[config.mk]
export PLATFORM = sky130hd
export DESIGN_NAME = irh_input_route_and_hp_level_regs
export DESIGN_NICKNAME = d
export VERILOG_FILES = /design/src/irh_pkg.sv /design/src/irh_input_route_and_hp_level_regs.sv
export SDC_FILE = /design/constraint.sdc
export NUM_CORES = 1
export LEC_CHECK = 0
export BUFFER_PORTS_ARGS = -buffer_cell sky130_fd_sc_hd__buf_2
export CAP_MARGIN = 30
export CORE_ASPECT_RATIO = 1.4
export CORE_MARGIN = 8
export CORE_UTILIZATION = 43
export DETAILED_ROUTE_END_ITERATION = 10
export PLACE_DENSITY = 0.67
export SYNTH_ARGS = -nofsm -noshare
export SYNTH_HDL_FRONTEND = slang
export SYNTH_SLANG_ARGS = --single-unit
[constraint.sdc]
create_clock -name i_clk_sys -period 1.69 [get_ports i_clk_sys]
set_input_delay 0.338 -clock i_clk_sys [delete_from_list [all_inputs] [get_ports i_clk_sys]]
set_output_delay 0.338 -clock i_clk_sys [all_outputs]
set_load 0.05 [all_outputs]
[src/irh_pkg.sv]
// constants for the right input routing and headphone level registers
// assumes a byte-addressed control port with 16-bit register data
package irh_pkg;

   // ------------------------------------------------------------
   // register offsets
   // ------------------------------------------------------------
   localparam logic [7:0] RIC_ADDR = 8'h2F;
   localparam logic [7:0] HPL_ADDR = 8'h39;
   localparam logic [7:0] HPR_ADDR = 8'h3A;

   // ------------------------------------------------------------
   // field positions
   // ------------------------------------------------------------
   localparam int CM_BIT   = 6;
   localparam int INV_LSB  = 4;
   localparam int NINV_LSB = 2;
   localparam int MODE_LSB = 0;
   localparam int MUTE_BIT = 8;
   localparam int VU_BIT   = 7;
   localparam int ZC_BIT   = 6;
   localparam int VOL_LSB  = 0;

   // ------------------------------------------------------------
   // reset values
   // ------------------------------------------------------------
   localparam logic       CM_RST   = 1'h1;
   localparam logic [1:0] INV_RST  = 2'h0;
   localparam logic [1:0] NINV_RST = 2'h1;
   localparam logic       MUTE_RST = 1'h0;
   localparam logic       ZC_RST   = 1'h0;
   localparam logic [5:0] VOL_RST  = 6'h2D;

   // volume code that gives 0 dB; 1 dB per step
   localparam logic [6:0] VOL_0DB  = 7'h39;

   // ------------------------------------------------------------
   // right input modes
   // ------------------------------------------------------------
   typedef enum logic [1:0] {
      IRH_MODE_SE    = 2'b00,
      IRH_MODE_DLINE = 2'b01,
      IRH_MODE_DMIC  = 2'b10,
      IRH_MODE_RSVD  = 2'b11
   } irh_mode_t;

   localparam irh_mode_t MODE_RST = IRH_MODE_SE;

endpackage
[src/irh_input_route_and_hp_level_regs.sv]
// register bank for right input routing and headphone output level
// assumes one synchronous clock; strobes are single cycle, never both
//
// Implementation choice: the strobed register port.

// Function
// - mode field: 00 single-ended, 01 diff line, 10 diff mic, 11 reserved
// - bit 6 enables common-mode rejection, only in differential line mode
// - bits 5:4 pick inverting pin, non-inverting in mic mode
// - bits 3:2 pick non-inverting pin, inverting in mic mode; reset 01
// - bit 8 of each headphone register mutes its channel; reset 0
// - writing 1 to bit 7 applies both headphone volumes together
// - bit 6 of each headphone register enables zero-cross changes
// - volume code 000000 is -57 dB, 1 dB steps, 111111 is +6 dB
// - reset: volumes 10_1101, mute, zero-cross and update bits clear
module irh_input_route_and_hp_level_regs #(
   parameter int ADDR_W = 8,
   parameter int DATA_W = 16
) (
   // clock and reset
   input  wire  logic              i_clk_sys,
   input  wire  logic              i_reset_n,
   // register port
   input  wire  logic [ADDR_W-1:0] i_addr,
   input  wire  logic [DATA_W-1:0] i_wr_data,
   input  wire  logic              i_wr_en,
   input  wire  logic              i_rd_en,
   output logic       [DATA_W-1:0] o_rd_data,
   // right input path
   output logic                    o_right_single_ended,
   output logic                    o_right_diff_line,
   output logic                    o_right_diff_mic,
   output logic                    o_right_cm_reject_en,
   output logic       [2:0]        o_right_inv_pin,
   output logic       [2:0]        o_right_noninv_pin,
   // headphone level
   output logic                    o_hp_left_mute,
   output logic                    o_hp_right_mute,
   output logic                    o_hp_left_zero_cross_en,
   output logic                    o_hp_right_zero_cross_en,
   output logic       [5:0]        o_hp_left_volume,
   output logic       [5:0]        o_hp_right_volume,
   output logic signed [6:0]       o_hp_left_gain_db,
   output logic signed [6:0]       o_hp_right_gain_db,
   output logic                    o_hp_volume_update
);

   // ------------------------------------------------------------
   // stored fields
   // ------------------------------------------------------------
   irh_pkg::irh_mode_t mode_r;
   logic               right_cm_reject_en_r;
   logic [1:0]         right_inv_pin_select_r;
   logic [1:0]         right_noninv_pin_select_r;
   logic               hp_left_mute_r;
   logic               hp_right_mute_r;
   logic               hp_left_zero_cross_en_r;
   logic               hp_right_zero_cross_en_r;
   logic [5:0]         hp_left_volume_r;
   logic [5:0]         hp_right_volume_r;
   logic [5:0]         hp_left_volume_nxt;
   logic [5:0]         hp_right_volume_nxt;
   logic [DATA_W-1:0]  rd_data_nxt;

   logic wr_ric;
   logic wr_hpl;
   logic wr_hpr;
   logic vu_wr;
   logic wr_mute_bit;
   logic wr_zc_bit;

   // ------------------------------------------------------------
   // address decode
   // ------------------------------------------------------------
   assign wr_ric = i_wr_en && (i_addr == ADDR_W'(irh_pkg::RIC_ADDR));
   assign wr_hpl = i_wr_en && (i_addr == ADDR_W'(irh_pkg::HPL_ADDR));
   assign wr_hpr = i_wr_en && (i_addr == ADDR_W'(irh_pkg::HPR_ADDR));
   assign vu_wr  = (wr_hpl || wr_hpr) && i_wr_data[irh_pkg::VU_BIT];
   assign wr_mute_bit = i_wr_data[irh_pkg::MUTE_BIT];
   assign wr_zc_bit   = i_wr_data[irh_pkg::ZC_BIT];

   // pin select: 00 pin one, 01 pin two, 1x pin three
   function automatic logic [2:0] pin_onehot(input logic [1:0] sel);
      return sel[1] ? 3'h4 : (sel[0] ? 3'h2 : 3'h1);
   endfunction

   // ------------------------------------------------------------
   // right input configuration register
   // ------------------------------------------------------------
   always_ff @(posedge i_clk_sys or negedge i_reset_n) begin
      if (!i_reset_n) begin
         mode_r                    <= irh_pkg::MODE_RST;
         right_cm_reject_en_r      <= irh_pkg::CM_RST;
         right_inv_pin_select_r    <= irh_pkg::INV_RST;
         right_noninv_pin_select_r <= irh_pkg::NINV_RST;
      end else if (wr_ric) begin
         mode_r <= irh_pkg::irh_mode_t'(
            i_wr_data[irh_pkg::MODE_LSB +: 2]);
         right_cm_reject_en_r <= i_wr_data[irh_pkg::CM_BIT];
         right_inv_pin_select_r <=
            i_wr_data[irh_pkg::INV_LSB +: 2];
         right_noninv_pin_select_r <=
            i_wr_data[irh_pkg::NINV_LSB +: 2];
      end
   end

   // ------------------------------------------------------------
   // right path decode
   // ------------------------------------------------------------
   always_ff @(posedge i_clk_sys or negedge i_reset_n) begin
      if (!i_reset_n) begin
         o_right_single_ended <= 1'h1;
         o_right_diff_line    <= 1'h0;
         o_right_diff_mic     <= 1'h0;
      end else begin
         o_right_single_ended <= 1'h0;
         o_right_diff_line    <= 1'h0;
         o_right_diff_mic     <= 1'h0;
         case (mode_r)
            irh_pkg::IRH_MODE_SE: begin
               o_right_single_ended <= 1'h1;
            end
            irh_pkg::IRH_MODE_DLINE: begin
               o_right_diff_line <= 1'h1;
            end
            irh_pkg::IRH_MODE_DMIC: begin
               o_right_diff_mic <= 1'h1;
            end
            default: begin
               // reserved code selects no mode
            end
         endcase
      end
   end

   // rejection only meaningful for differential line input
   always_ff @(posedge i_clk_sys or negedge i_reset_n) begin
      if (!i_reset_n) begin
         o_right_cm_reject_en <= 1'h0;
      end else begin
         o_right_cm_reject_en <= right_cm_reject_en_r &&
            (mode_r == irh_pkg::IRH_MODE_DLINE);
      end
   end

   // mic mode swaps which field drives which amplifier side
   always_ff @(posedge i_clk_sys or negedge i_reset_n) begin
      if (!i_reset_n) begin
         o_right_inv_pin    <= 3'h1;
         o_right_noninv_pin <= 3'h2;
      end else if (mode_r == irh_pkg::IRH_MODE_DMIC) begin
         o_right_inv_pin    <= pin_onehot(right_noninv_pin_select_r);
         o_right_noninv_pin <= pin_onehot(right_inv_pin_select_r);
      end else begin
         o_right_inv_pin    <= pin_onehot(right_inv_pin_select_r);
         o_right_noninv_pin <= pin_onehot(right_noninv_pin_select_r);
      end
   end

   // ------------------------------------------------------------
   // headphone level registers
   // ------------------------------------------------------------
   always_ff @(posedge i_clk_sys or negedge i_reset_n) begin
      if (!i_reset_n) begin
         hp_left_mute_r          <= irh_pkg::MUTE_RST;
         hp_left_zero_cross_en_r <= irh_pkg::ZC_RST;
      end else if (wr_hpl) begin
         hp_left_mute_r          <= wr_mute_bit;
         hp_left_zero_cross_en_r <= wr_zc_bit;
      end
   end

   always_ff @(posedge i_clk_sys or negedge i_reset_n) begin
      if (!i_reset_n) begin
         hp_right_mute_r          <= irh_pkg::MUTE_RST;
         hp_right_zero_cross_en_r <= irh_pkg::ZC_RST;
      end else if (wr_hpr) begin
         hp_right_mute_r          <= wr_mute_bit;
         hp_right_zero_cross_en_r <= wr_zc_bit;
      end
   end

   always_ff @(posedge i_clk_sys or negedge i_reset_n) begin
      if (!i_reset_n) begin
         o_hp_left_mute           <= irh_pkg::MUTE_RST;
         o_hp_right_mute          <= irh_pkg::MUTE_RST;
         o_hp_left_zero_cross_en  <= irh_pkg::ZC_RST;
         o_hp_right_zero_cross_en <= irh_pkg::ZC_RST;
      end else begin
         o_hp_left_mute           <= hp_left_mute_r;
         o_hp_right_mute          <= hp_right_mute_r;
         o_hp_left_zero_cross_en  <= hp_left_zero_cross_en_r;
         o_hp_right_zero_cross_en <= hp_right_zero_cross_en_r;
      end
   end

   // ------------------------------------------------------------
   // pending and applied volumes
   // ------------------------------------------------------------
   always_comb begin
      hp_left_volume_nxt  = hp_left_volume_r;
      hp_right_volume_nxt = hp_right_volume_r;
      if (wr_hpl) begin
         hp_left_volume_nxt = i_wr_data[irh_pkg::VOL_LSB +: 6];
      end
      if (wr_hpr) begin
         hp_right_volume_nxt = i_wr_data[irh_pkg::VOL_LSB +: 6];
      end
   end

   always_ff @(posedge i_clk_sys or negedge i_reset_n) begin
      if (!i_reset_n) begin
         hp_left_volume_r  <= irh_pkg::VOL_RST;
         hp_right_volume_r <= irh_pkg::VOL_RST;
      end else begin
         hp_left_volume_r  <= hp_left_volume_nxt;
         hp_right_volume_r <= hp_right_volume_nxt;
      end
   end

   // both channels load in the same edge, including this write's value
   always_ff @(posedge i_clk_sys or negedge i_reset_n) begin
      if (!i_reset_n) begin
         o_hp_left_volume   <= irh_pkg::VOL_RST;
         o_hp_right_volume  <= irh_pkg::VOL_RST;
         o_hp_left_gain_db  <= 7'({1'b0, irh_pkg::VOL_RST}
                                  - irh_pkg::VOL_0DB);
         o_hp_right_gain_db <= 7'({1'b0, irh_pkg::VOL_RST}
                                  - irh_pkg::VOL_0DB);
      end else if (vu_wr) begin
         o_hp_left_volume   <= hp_left_volume_nxt;
         o_hp_right_volume  <= hp_right_volume_nxt;
         o_hp_left_gain_db  <= 7'({1'b0, hp_left_volume_nxt}
                                  - irh_pkg::VOL_0DB);
         o_hp_right_gain_db <= 7'({1'b0, hp_right_volume_nxt}
                                  - irh_pkg::VOL_0DB);
      end
   end

   // one-cycle notice to the amplifiers that new levels are loaded
   always_ff @(posedge i_clk_sys or negedge i_reset_n) begin
      if (!i_reset_n) begin
         o_hp_volume_update <= 1'h0;
      end else begin
         o_hp_volume_update <= vu_wr;
      end
   end

   // ------------------------------------------------------------
   // readback
   // ------------------------------------------------------------
   always_comb begin
      rd_data_nxt = '0;
      if (i_addr == ADDR_W'(irh_pkg::RIC_ADDR)) begin
         rd_data_nxt[irh_pkg::CM_BIT]        = right_cm_reject_en_r;
         rd_data_nxt[irh_pkg::INV_LSB +: 2]  = right_inv_pin_select_r;
         rd_data_nxt[irh_pkg::NINV_LSB +: 2] = right_noninv_pin_select_r;
         rd_data_nxt[irh_pkg::MODE_LSB +: 2] = mode_r;
      end else if (i_addr == ADDR_W'(irh_pkg::HPL_ADDR)) begin
         rd_data_nxt[irh_pkg::MUTE_BIT]     = hp_left_mute_r;
         rd_data_nxt[irh_pkg::ZC_BIT]       = hp_left_zero_cross_en_r;
         rd_data_nxt[irh_pkg::VOL_LSB +: 6] = hp_left_volume_r;
      end else if (i_addr == ADDR_W'(irh_pkg::HPR_ADDR)) begin
         rd_data_nxt[irh_pkg::MUTE_BIT]     = hp_right_mute_r;
         rd_data_nxt[irh_pkg::ZC_BIT]       = hp_right_zero_cross_en_r;
         rd_data_nxt[irh_pkg::VOL_LSB +: 6] = hp_right_volume_r;
      end
   end

   // update bit is never stored, so it reads as zero
   always_ff @(posedge i_clk_sys or negedge i_reset_n) begin
      if (!i_reset_n) begin
         o_rd_data <= '0;
      end else if (i_rd_en) begin
         o_rd_data <= rd_data_nxt;
      end else begin
         o_rd_data <= '0;
      end
   end

   // ------------------------------------------------------------
   // assertions
   // ------------------------------------------------------------
   property p_mode_mic;
      @(posedge i_clk_sys) disable iff (!i_reset_n)
      (mode_r == irh_pkg::IRH_MODE_DMIC) |=>
         o_right_diff_mic && !o_right_diff_line && !o_right_single_ended;
   endproperty
   a_mode_mic: assert property (p_mode_mic)
      else $error("mic mode not decoded");

   property p_cm_gate;
      @(posedge i_clk_sys) disable iff (!i_reset_n)
      (mode_r != irh_pkg::IRH_MODE_DLINE) |=> !o_right_cm_reject_en;
   endproperty
   a_cm_gate: assert property (p_cm_gate)
      else $error("rejection active outside diff line");

   property p_inv_swap;
      @(posedge i_clk_sys) disable iff (!i_reset_n)
      (mode_r == irh_pkg::IRH_MODE_DMIC) |=>
         o_right_noninv_pin == pin_onehot($past(right_inv_pin_select_r));
   endproperty
   a_inv_swap: assert property (p_inv_swap)
      else $error("mic mode pin swap wrong");

   property p_noninv_plain;
      @(posedge i_clk_sys) disable iff (!i_reset_n)
      (mode_r != irh_pkg::IRH_MODE_DMIC) |=>
         o_right_noninv_pin == pin_onehot($past(right_noninv_pin_select_r));
   endproperty
   a_noninv_plain: assert property (p_noninv_plain)
      else $error("non-inverting pin wrong");

   property p_left_mute;
      @(posedge i_clk_sys) disable iff (!i_reset_n)
      wr_hpl ##1 !wr_hpl |=> o_hp_left_mute == $past(wr_mute_bit, 2);
   endproperty
   a_left_mute: assert property (p_left_mute)
      else $error("left mute not applied");

   property p_right_zc;
      @(posedge i_clk_sys) disable iff (!i_reset_n)
      wr_hpr ##1 !wr_hpr |=>
         o_hp_right_zero_cross_en == $past(wr_zc_bit, 2);
   endproperty
   a_right_zc: assert property (p_right_zc)
      else $error("right zero-cross not applied");

   property p_vu_both;
      @(posedge i_clk_sys) disable iff (!i_reset_n)
      vu_wr |=> (o_hp_left_volume == hp_left_volume_r) &&
         (o_hp_right_volume == hp_right_volume_r) && o_hp_volume_update;
   endproperty
   a_vu_both: assert property (p_vu_both)
      else $error("volumes not applied together");

   property p_pending_hold;
      @(posedge i_clk_sys) disable iff (!i_reset_n)
      !vu_wr |=> $stable(o_hp_left_volume) && $stable(o_hp_right_volume);
   endproperty
   a_pending_hold: assert property (p_pending_hold)
      else $error("volume changed without update");

   property p_gain_0db;
      @(posedge i_clk_sys) disable iff (!i_reset_n)
      (o_hp_left_volume == 6'(irh_pkg::VOL_0DB)) |->
         (o_hp_left_gain_db == 7'sh00);
   endproperty
   a_gain_0db: assert property (p_gain_0db)
      else $error("0 dB code gives wrong gain");

   property p_vu_reads_zero;
      @(posedge i_clk_sys) disable iff (!i_reset_n)
      i_rd_en |=> !o_rd_data[irh_pkg::VU_BIT];
   endproperty
   a_vu_reads_zero: assert property (p_vu_reads_zero)
      else $error("update bit reads back set");

   c_mic_mode: cover property (@(posedge i_clk_sys)
      disable iff (!i_reset_n) wr_ric ##2 o_right_diff_mic);
   c_vu_write: cover property (@(posedge i_clk_sys)
      disable iff (!i_reset_n) vu_wr ##1 o_hp_volume_update);
   c_pend_then_vu: cover property (@(posedge i_clk_sys)
      disable iff (!i_reset_n) (wr_hpl && !vu_wr) ##[1:4] vu_wr);

endmodule

Word-level counts from Yosys, hierarchy flattened

Cells that the tools add are included.

Bits in registers: 80
Output and inout port bits: 57

Add/subtract/negate cells: 2
Eq/ne operators: 5
Reduce and logical (&&, ||, !) cells: 7
Muxes and demuxes: 18

Operator list:

| kind                                                                   | count |
|---|---|
| 8-bit by 6-bit equality test with 1-bit output (second input constant) | 3 |
| 7-bit 2-to-1 mux                                                       | 3 |
| 6-bit by 6-bit subtractor with 7-bit output (second input constant)    | 2 |
| 3-bit 2-to-1 mux                                                       | 4 |
| 6-bit 2-to-1 mux                                                       | 2 |
| 9-bit 2-to-1 mux                                                       | 1 |
| 1-bit 2-to-1 mux                                                       | 6 |
| 1-bit logical AND                                                      | 5 |
| 2-bit 2-to-1 mux                                                       | 2 |
| 2-bit by 1-bit equality test with 1-bit output (second input constant) | 1 |
| 2-bit equality test (second input constant)                            | 1 |
| 2-bit logical NOT                                                      | 1 |
| 1-bit logical OR                                                       | 1 |

Logic depth before layout (Yosys ltp)

Gate-level depths: netlist of the first run.

Depth after elaboration: 5
Mapped depth: 11
Depth with buffers taken out: 10

Least setup slack after synthesis of the first run

Ideal clock, no wire load.

Path kind: input to register
Start point: in i_addr[1]
End point: reg o_hp_left_gain_db[4]
Arrival time: 1972 ps
Data required time: 1618 ps
Stages: 11
Setup time: 72 ps
Buffers on the path: 2
Path slack: -354 ps
Cells stage by stage: and4bb_1 buf_4 nand3_2 buf_6 mux2i_1 ha_1 inv_1 o21ai_0 xnor2_1 mux2i_1 o21ai_1

Word-level cells in the longest chain between the ends: 4
Elaborated cells on any way between the ends: 8

Ends and longest elaborated chain:

| item                                                                                    | RTL line                                                                          | RTL |
|---|---|---|
| start: declaration                                                                      | irh_input_route_and_hp_level_regs.sv:24                                           | `input wire logic [ADDR_W-1:0] i_addr,` |
| 8-bit by 6-bit equality test with 1-bit output, on equally long branches                | irh_input_route_and_hp_level_regs.sv:76, irh_input_route_and_hp_level_regs.sv:77  |  |
| 1-bit logical AND, on equally long branches                                             | irh_input_route_and_hp_level_regs.sv:76, irh_input_route_and_hp_level_regs.sv:77  |  |
| 6-bit 2-to-1 mux / 1-bit logical OR (equally long branches)                             | irh_input_route_and_hp_level_regs.sv:203, irh_input_route_and_hp_level_regs.sv:78 |  |
| 6-bit by 6-bit subtractor with 7-bit output / 1-bit logical AND (equally long branches) | irh_input_route_and_hp_level_regs.sv:234, irh_input_route_and_hp_level_regs.sv:78 |  |
| end signal: assignment                                                                  | irh_input_route_and_hp_level_regs.sv:226                                          | `o_hp_left_gain_db <= 7'({1'b0, irh_pkg::VOL_RST}` |
| end signal: assignment                                                                  | irh_input_route_and_hp_level_regs.sv:233                                          | `o_hp_left_gain_db <= 7'({1'b0, hp_left_volume_nxt}` |
| end: declaration                                                                        | irh_input_route_and_hp_level_regs.sv:43                                           | `output logic signed [6:0] o_hp_left_gain_db,` |

Several ways; a longest one is shown, not always the timed one.
A chain may end at the register's enable or synchronous reset.

Worst setup path in the final report of the first run

Start point: in i_addr[7]
End point: reg o_hp_right_gain_db[4]

Word-level cells in the longest chain between the ends: 4
Elaborated cells on any way between the ends: 8

Ends and longest elaborated chain:

| item                                           | RTL line                                 | RTL |
|---|---|---|
| 8-bit by 6-bit equality test with 1-bit output | irh_input_route_and_hp_level_regs.sv:77  | `assign wr_hpr = i_wr_en && (i_addr == ADDR_W'(irh_pkg::HPR_ADDR));` |
| 1-bit logical AND                              | irh_input_route_and_hp_level_regs.sv:77  |  |
| 6-bit 2-to-1 mux                               | irh_input_route_and_hp_level_regs.sv:206 | `if (wr_hpr) begin` |
| net hp_right_volume_nxt[0]                     | irh_input_route_and_hp_level_regs.sv:62  | `logic [5:0] hp_right_volume_nxt;` |
| 6-bit by 6-bit subtractor with 7-bit output    | irh_input_route_and_hp_level_regs.sv:236 | `- irh_pkg::VOL_0DB);` |
| end signal: assignment                         | irh_input_route_and_hp_level_regs.sv:228 | `o_hp_right_gain_db <= 7'({1'b0, irh_pkg::VOL_RST}` |
| end signal: assignment                         | irh_input_route_and_hp_level_regs.sv:235 | `o_hp_right_gain_db <= 7'({1'b0, hp_right_volume_nxt}` |
| end: declaration                               | irh_input_route_and_hp_level_regs.sv:44  | `output logic signed [6:0] o_hp_right_gain_db,` |

The timed path passes the listed nets, and every way through them passes these cells.

==> results of run 1 <==
==> cell type report <==
class	count	area, um^2
tap	97	121.4
fill	646	3146
sequential	72	1838
clock inverter	4	45.04
clock buffer	12	135.1
timing repair buffer	107	661.9
inverter	11	48.80
multi-input combinational	179	1365
==> per-layer routing <==
metal / track usage (%) / vias to the layer above
met1: 17.31 / 1167
li1: - / 1151
met3: 2.478 / 17
met4: 10.45 / 0
met5: 0 / -
met2: 26.04 / 68
==> path summary, 6_finish.rpt <==
kind | to
max in group asynchronous | o_hp_right_gain_db[4]$_DFFE_PN1P_
setup reg to reg | o_hp_right_gain_db[2]$_DFFE_PN1P_
setup / recovery | o_hp_right_gain_db[4]$_DFFE_PN1P_
hold / removal | hp_left_mute_r$_DFFE_PN0P_
min in group i_clk_sys | hp_right_zero_cross_en_r$_DFFE_PN0N_
hold reg to reg | o_hp_left_mute$_DFF_PN0_
==> Yosys cell counts, types with 8 or more instances <==
library cell,number
mux2_2,24
dfrtp_1,43
o21ai_1,14
mux2i_1,8
buf_4,10
a22oi_1,8
xnor2_1,11
dfstp_2,29
nand2_1,23
inv_1,9
nor2_1,9
o21ai_0,12
==> worst max-delay path, cell delays in order <==
cell,delay (ns)
buf_6,0.09
and4bb_4,0.38
nand3_4,0.10
mux2_4,0.33
inv_4,0.07
ha_4,0.15
inv_4,0.04
o21ai_2,0.14
xnor2_1,0.13
mux2i_1,0.09
o21ai_1,0.13
==> power by group through the flow <==
stage          logic [W]  registers [W]  clock network (W)
2_1_floorplan   0.000205        0.00199                  0
3_3_place_gp    0.000501        0.00188                  0
3_5_place_dp    0.000505        0.00188                  0
4_1_cts         0.000517        0.00185            0.00130
5_1_grt         0.000561        0.00186            0.00138
6_report        0.000522        0.00185            0.00126
==> state kept, by name, summed over array words and instances (netlist names), 2 cells and up <==
name / flops
o_rd_data: 8
o_hp_left_gain_db: 7
o_hp_right_gain_db: 7
hp_left_volume_r: 6
hp_right_volume_r: 6
o_hp_left_volume: 6
o_hp_right_volume: 6
o_right_inv_pin: 3
o_right_noninv_pin: 3
mode_r: 2
right_inv_pin_select_r: 2
right_noninv_pin_select_r: 2
==> kinds of logic after synthesis <==
group | Yosys count | share of synthesized area [%]
flip-flops | 72 | 56.22
AND/OR/NAND/NOR | 72 | 12.63
AO/OA/AOI/OAI | 44 | 7.693
multiplexers | 41 | 14.27
buffers and inverters | 30 | 5.090
XOR/XNOR | 12 | 3.215
adder cells (fa/ha/maj) | 2 | 0.7653
other | 1 | 0.1147
==> stage by stage <==
| step | hold slack, ns | TNS [ns] | cell area, um^2 |
|---|---|---|---|
| 5_1_grt | 0.03309 | -0.1055 | 4215 |
| 4_1_cts | 0.01367 | -0.001712 | 4184 |
| 2_1_floorplan | 0.04241 | -0.5631 | 3357 |
| 3_5_place_dp | 0.3910 | -3.354 | 3956 |
| 3_3_place_gp | 0.3846 | -2.873 | 3956 |
| 6_report | 0.004176 | -0.03324 | 4215 |
==> repair_timing <==
| action | CTS | global route |
|---|---|---|
| pin swaps | 4 | 4 |
| buffers inserted | 2 | 3 |
| gates resized for setup | 6 | 4 |
| endpoints found under the setup margin | 2 | 3 |
| endpoints found under the hold margin | 0 | 0 |
==> results_dict.tcl, run 1 <==
set metrics [dict create \
    status "complete, but fails checks" \
    violations "negative setup slack" \
    antenna_found_initial 0 \
    final_nets 410 \
    final_core_util_pct 57.27 \
    num_rows 37 \
    wirelength_um 7861 \
    yosysSeqAreaShare_pct 56.22 \
    clk_latency_ns 0.35 \
    cap_violations 0 \
    critPathLaunchType "primary input" \
    dr_wl_met3_um 431 \
    track_usage_pct 15.54 \
    antenna_left 0 \
    leakage_nw 2.098 \
    dr.pass1.iters 4 \
    drtIter0Drc 140 \
    synth_top_area_share_pct 32.91 \
    timing.final.ws_setup_ns -0.03324 \
    stdcell_count 482 \
    min_period_over_period_pct 102.0 \
    cts-buffers-inserted 9 \
    async_flop_share_pct 100.0 \
    layout_common_cells "68 x buf_2, 43 x dfrtp_1, 36 x buf_4, 29 x dfstp_2, 23 x nand2_1" \
    mostFrequentLayoutCell "buf_2" \
    portBuffers 69 \
    vias 2403 \
    cts_tree "built" \
    rsz0062_at_grt "true" \
    p_seq_share_pct 50.9 \
    wl_met1_um 2998 \
    grt_pass1_wl_um 12450 \
    ys.flop_type "dfrtp_1" \
    die_h_um 119.2 \
    routed_via_density 4.985 \
    crit-reg2reg-launch "hp_right_volume_r[0]$_DFF_PN1_" \
    drc 0 \
    ys_ff_latch 72 \
    highest_layer "met4" \
    die_w_um 89.70 \
    reg2reg_setup_slack_ns 0.18 \
    p_int_w 0.002661 \
    fp.coreArea_um2 7361 \
    arrival_ns 2.00 \
    p_comb_share_pct 14.4 \
    synth_edf_count 0 \
    cts_sinks 72 \
    critPathMaxFanout 3 \
    critPathCaptureType "flip-flop" \
    setup_viol 1 \
    synth_area_um2 3269 \
    reg2reg_depth 7 \
    worstSetupPathType "in2reg" \
    crit_required_ns 1.97 \
    place_inst 461 \
    cts-root-buf "clkbuf_8" \
    hold_viol_final 0 \
    area_growth_pct 28.93 \
    period_needed_ns 1.723 \
    yosysWarnings 0 \
    place_hpwl_um 5857 \
    cp-startpoint "i_addr[7]" \
    initial_utilization_pct 44.42 \
    clk_pin_slew_ns 0.07 \
    slew_viol_final 0 \
    synthTopCellsByArea "dfrtp_1 33%, dfstp_2 23%, mux2_2 8.3%, xnor2_1 2.9%, nand2_1 2.6%" \
    gp_congestion 0.8684 \
    min_path_type "in2async" \
    syn_inst 274 \
    ys_types 38 \
    clockPowerShare_pct 34.7 \
    timing.fmax_mhz 580.3 \
    boundaryPins 85 \
    dp_slack_ns -0.4530 \
    grt_pass1_vias 2459 \
    grt_max_degree 73 \
    p_sw_w 0.0009726 \
    ctsHoldBuffers 0 \
    gr-total-overflow 0 \
    h-tree-depth 3 \
    switching_share_pct 26.77 \
    num_antenna_cells 0 \
    dieArea_um2 10690 \
    drive_gt1_share_pct 50.39 \
    dr_wl_met2_um 4162 \
    cts_max_path_buffers 2 \
    wl_per_cell_um 16.31 \
    skew_ns 0.009317 \
    syn_area_per_cell_um2 11.93 \
    synth_top_area_cell "dfrtp_1" \
    total_power_w 0.003633 \
    ir_worst_vdd_v 0.0005394 \
    power_density_nw_per_um2 861.9 \
]
Power figures use the tool's default switching activity.
==> run 2: changes to the inputs <==
Settings changed: ABC_AREA set to 1, ABC_CLOCK_PERIOD_IN_PS set to 1690, SLEW_MARGIN set to 5.
==> results_dict.tcl, run 2 <==
set metrics [dict create \
    path_buf_inv 1 \
    drtIter0Drc 104 \
    synth_top_area_cell "dfrtp_1" \
    die_w_um 89.78 \
    cap_violations 0 \
    syn_inst 359 \
    status "finished clean" \
    num_rows 37 \
    dieArea_um2 10710 \
    mostFrequentLayoutCell "nand2_1" \
    min_path_type "in2async" \
    wl_per_cell_um 13.03 \
    die_h_um 119.3 \
    ir_worst_vdd_v 0.0005112 \
    grt_pass1_wl_um 12410 \
    dr_wl_met3_um 483 \
    skew_ns 0.01012 \
    drive_gt1_share_pct 36.27 \
    boundaryPins 85 \
    top_regs "o_rd_data (8), o_hp_left_gain_db (7), o_hp_right_gain_db (7)" \
    leakage_nw 2.265 \
    clk_pin_slew_ns 0.07 \
    timing.fmax_mhz 673.9 \
    dr_wl_met2_um 3625 \
    antenna_left 0 \
    gr-total-overflow 0 \
    highest_layer "met4" \
    power_density_nw_per_um2 904.7 \
    synth_area_um2 3277 \
    grt_pass1_vias 2651 \
    wirelength_um 7338 \
    stdcell_count 563 \
    synth_top_area_share_pct 32.84 \
    ys.flop_type "dfrtp_1" \
    critPathLaunchType "flip-flop" \
    fp.coreArea_um2 7361 \
    cts-root-buf "clkbuf_8" \
    vias 2599 \
    ys_ff_latch 72 \
    initial_utilization_pct 44.52 \
    yosysMostFrequentCell "nand2_1" \
    crit-reg2reg-launch "hp_left_volume_r[0]$_DFF_PN1_" \
    setup_viol 0 \
    async_flop_share_pct 100.0 \
    critPathSlowestCell "dfstp_2" \
    reg2reg_depth 9 \
    synth_edf_count 0 \
    reg2reg_setup_slack_ns 0.34 \
    yosysWarnings 0 \
    dr.pass1.iters 4 \
    r2r_end "o_hp_left_gain_db[4]$_DFFE_PN1P_" \
    area_growth_pct 24.36 \
    synthTopCellsByArea "dfrtp_1 33%, dfstp_2 23%, nand2_1 11%, inv_1 5.7%, nand4_1 2.9%" \
    rsz0062_at_grt "false" \
    layout_common_cells "96 x nand2_1, 69 x buf_2, 50 x inv_1, 43 x dfrtp_1, 32 x buf_4" \
    grt_max_degree 73 \
    cts_sinks 72 \
    num_antenna_cells 0 \
    ctsHoldBuffers 0 \
    critPathCaptureType "primary output" \
    yosysSeqAreaShare_pct 56.09 \
    hold_viol_final 0 \
    synth_common_cells "96 x nand2_1, 50 x inv_1, 43 x dfrtp_1" \
    slew_viol_final 0 \
    ys_types 35 \
    path_cells "buf_2" \
    syn_area_per_cell_um2 9.128 \
    period_needed_ns 1.484 \
    place_hpwl_um 5694 \
    critical_path.top_delay_family "flip-flops" \
    top_register "o_rd_data" \
    total_power_w 0.003687 \
    routed_via_density 4.616 \
    portBuffers 69 \
    worstSetupPathType "reg2out" \
    fin_hold_ws_ns 0.006208 \
    cts_tree "built" \
    min_period_over_period_pct 87.81 \
    wl_met1_um 3039 \
    largest_reg_flops 8 \
    drc 0 \
    final_nets 491 \
    cts-buffers-inserted 9 \
    slowest_delay_ns 0.54 \
    track_usage_pct 14.21 \
    gp_congestion 0.8990 \
    arrival_ns 1.15 \
    h-tree-depth 3 \
    antenna_found_initial 0 \
    place_inst 545 \
    clk_latency_ns 0.34 \
    critPathMaxFanout 2 \
    cts_max_path_buffers 2 \
    crit_required_ns 1.35 \
]
run 2: changes by cell type after synthesis, sizes merged, moves of 11 or more:
cell / before / now
nor2: 9 / 27
nand2: 23 / 104
mux2: 33 / 2
xnor2: 11 / 0
nand3: 5 / 19
inv: 11 / 53
run 2: metal layers:
| metal | track usage, % | vias up |
|---|---|---|
| met5 | 0 | - |
| met3 | 4.525 | 14 |
| met1 | 15.31 | 1188 |
| met4 | 8.077 | 0 |
| met2 | 24.10 | 71 |
| li1 | - | 1326 |
run 2: cells by family after synthesis:
kind of cell	share of synthesized area (%)
AND/OR/NAND/NOR	24.36
flip-flops	56.09
buffers and inverters	10.00
AO/OA/AOI/OAI	7.980
multiplexers	0.6872
adder cells (fa/ha/maj)	0.7635
other	0.1144
run 2: worst max path at each step:
stage / endpoint / cells past startpoint / slack [ns] / from
5_1_grt: o_hp_left_gain_db[6]$_DFFE_PN1P_ / 12 / 0.06 / i_addr[6]
2_1_floorplan: o_hp_right_gain_db[4]$_DFFE_PN1P_ / 12 / 0.0003 / i_addr[6]
4_1_cts: o_hp_right_gain_db[2] / 1 / 0.18 / o_hp_right_gain_db[2]$_DFFE_PN1P_
6_report: o_hp_right_gain_db[2] / 1 / 0.21 / o_hp_right_gain_db[2]$_DFFE_PN1P_
3_5_place_dp: o_hp_left_gain_db[6]$_DFFE_PN1P_ / 12 / -0.13 / i_addr[6]
3_3_place_gp: o_hp_left_gain_db[4]$_DFFE_PN1P_ / 12 / -0.1 / i_addr[6]
run 2: power breakdown:
part / switching [W] / internal [W] / total, W
clock network: 0.000611 / 0.000567 / 0.00118
registers: 0.0000433 / 0.00185 / 0.00189
logic: 0.000470 / 0.000145 / 0.000615
total: 0.00112 / 0.00256 / 0.00369
run 2: area by class of cell:
type | count | area [um^2]
clock buffer | 11 | 141.4
clock inverter | 5 | 32.53
fill | 666 | 3286
inverter | 53 | 198.9
multi-input combinational | 223 | 1137
sequential | 72 | 1838
tap | 97 | 121.4
timing repair buffer | 102 | 605.6
run 2: stage by stage:
step | utilization (%) | setup TNS, ns | setup slack (ns) | cell area (um^2)
3_5_place_dp | 52.80 | -0.6875 | -0.1320 | 3886
4_1_cts | 55.16 | 0 | 0.1820 | 4060
5_1_grt | 55.36 | 0 | 0.05905 | 4075
3_3_place_gp | 52.80 | -0.3866 | -0.09606 | 3886
2_1_floorplan | - | 0 | 0.0002918 | 3303
6_report | 55.36 | 0 | 0.2060 | 4075
run 2: timing repair:
item / in CTS / in global routing
gates resized for setup: 0 / 0
endpoints found under the setup margin: 0 / 1
buffers inserted: 0 / 2
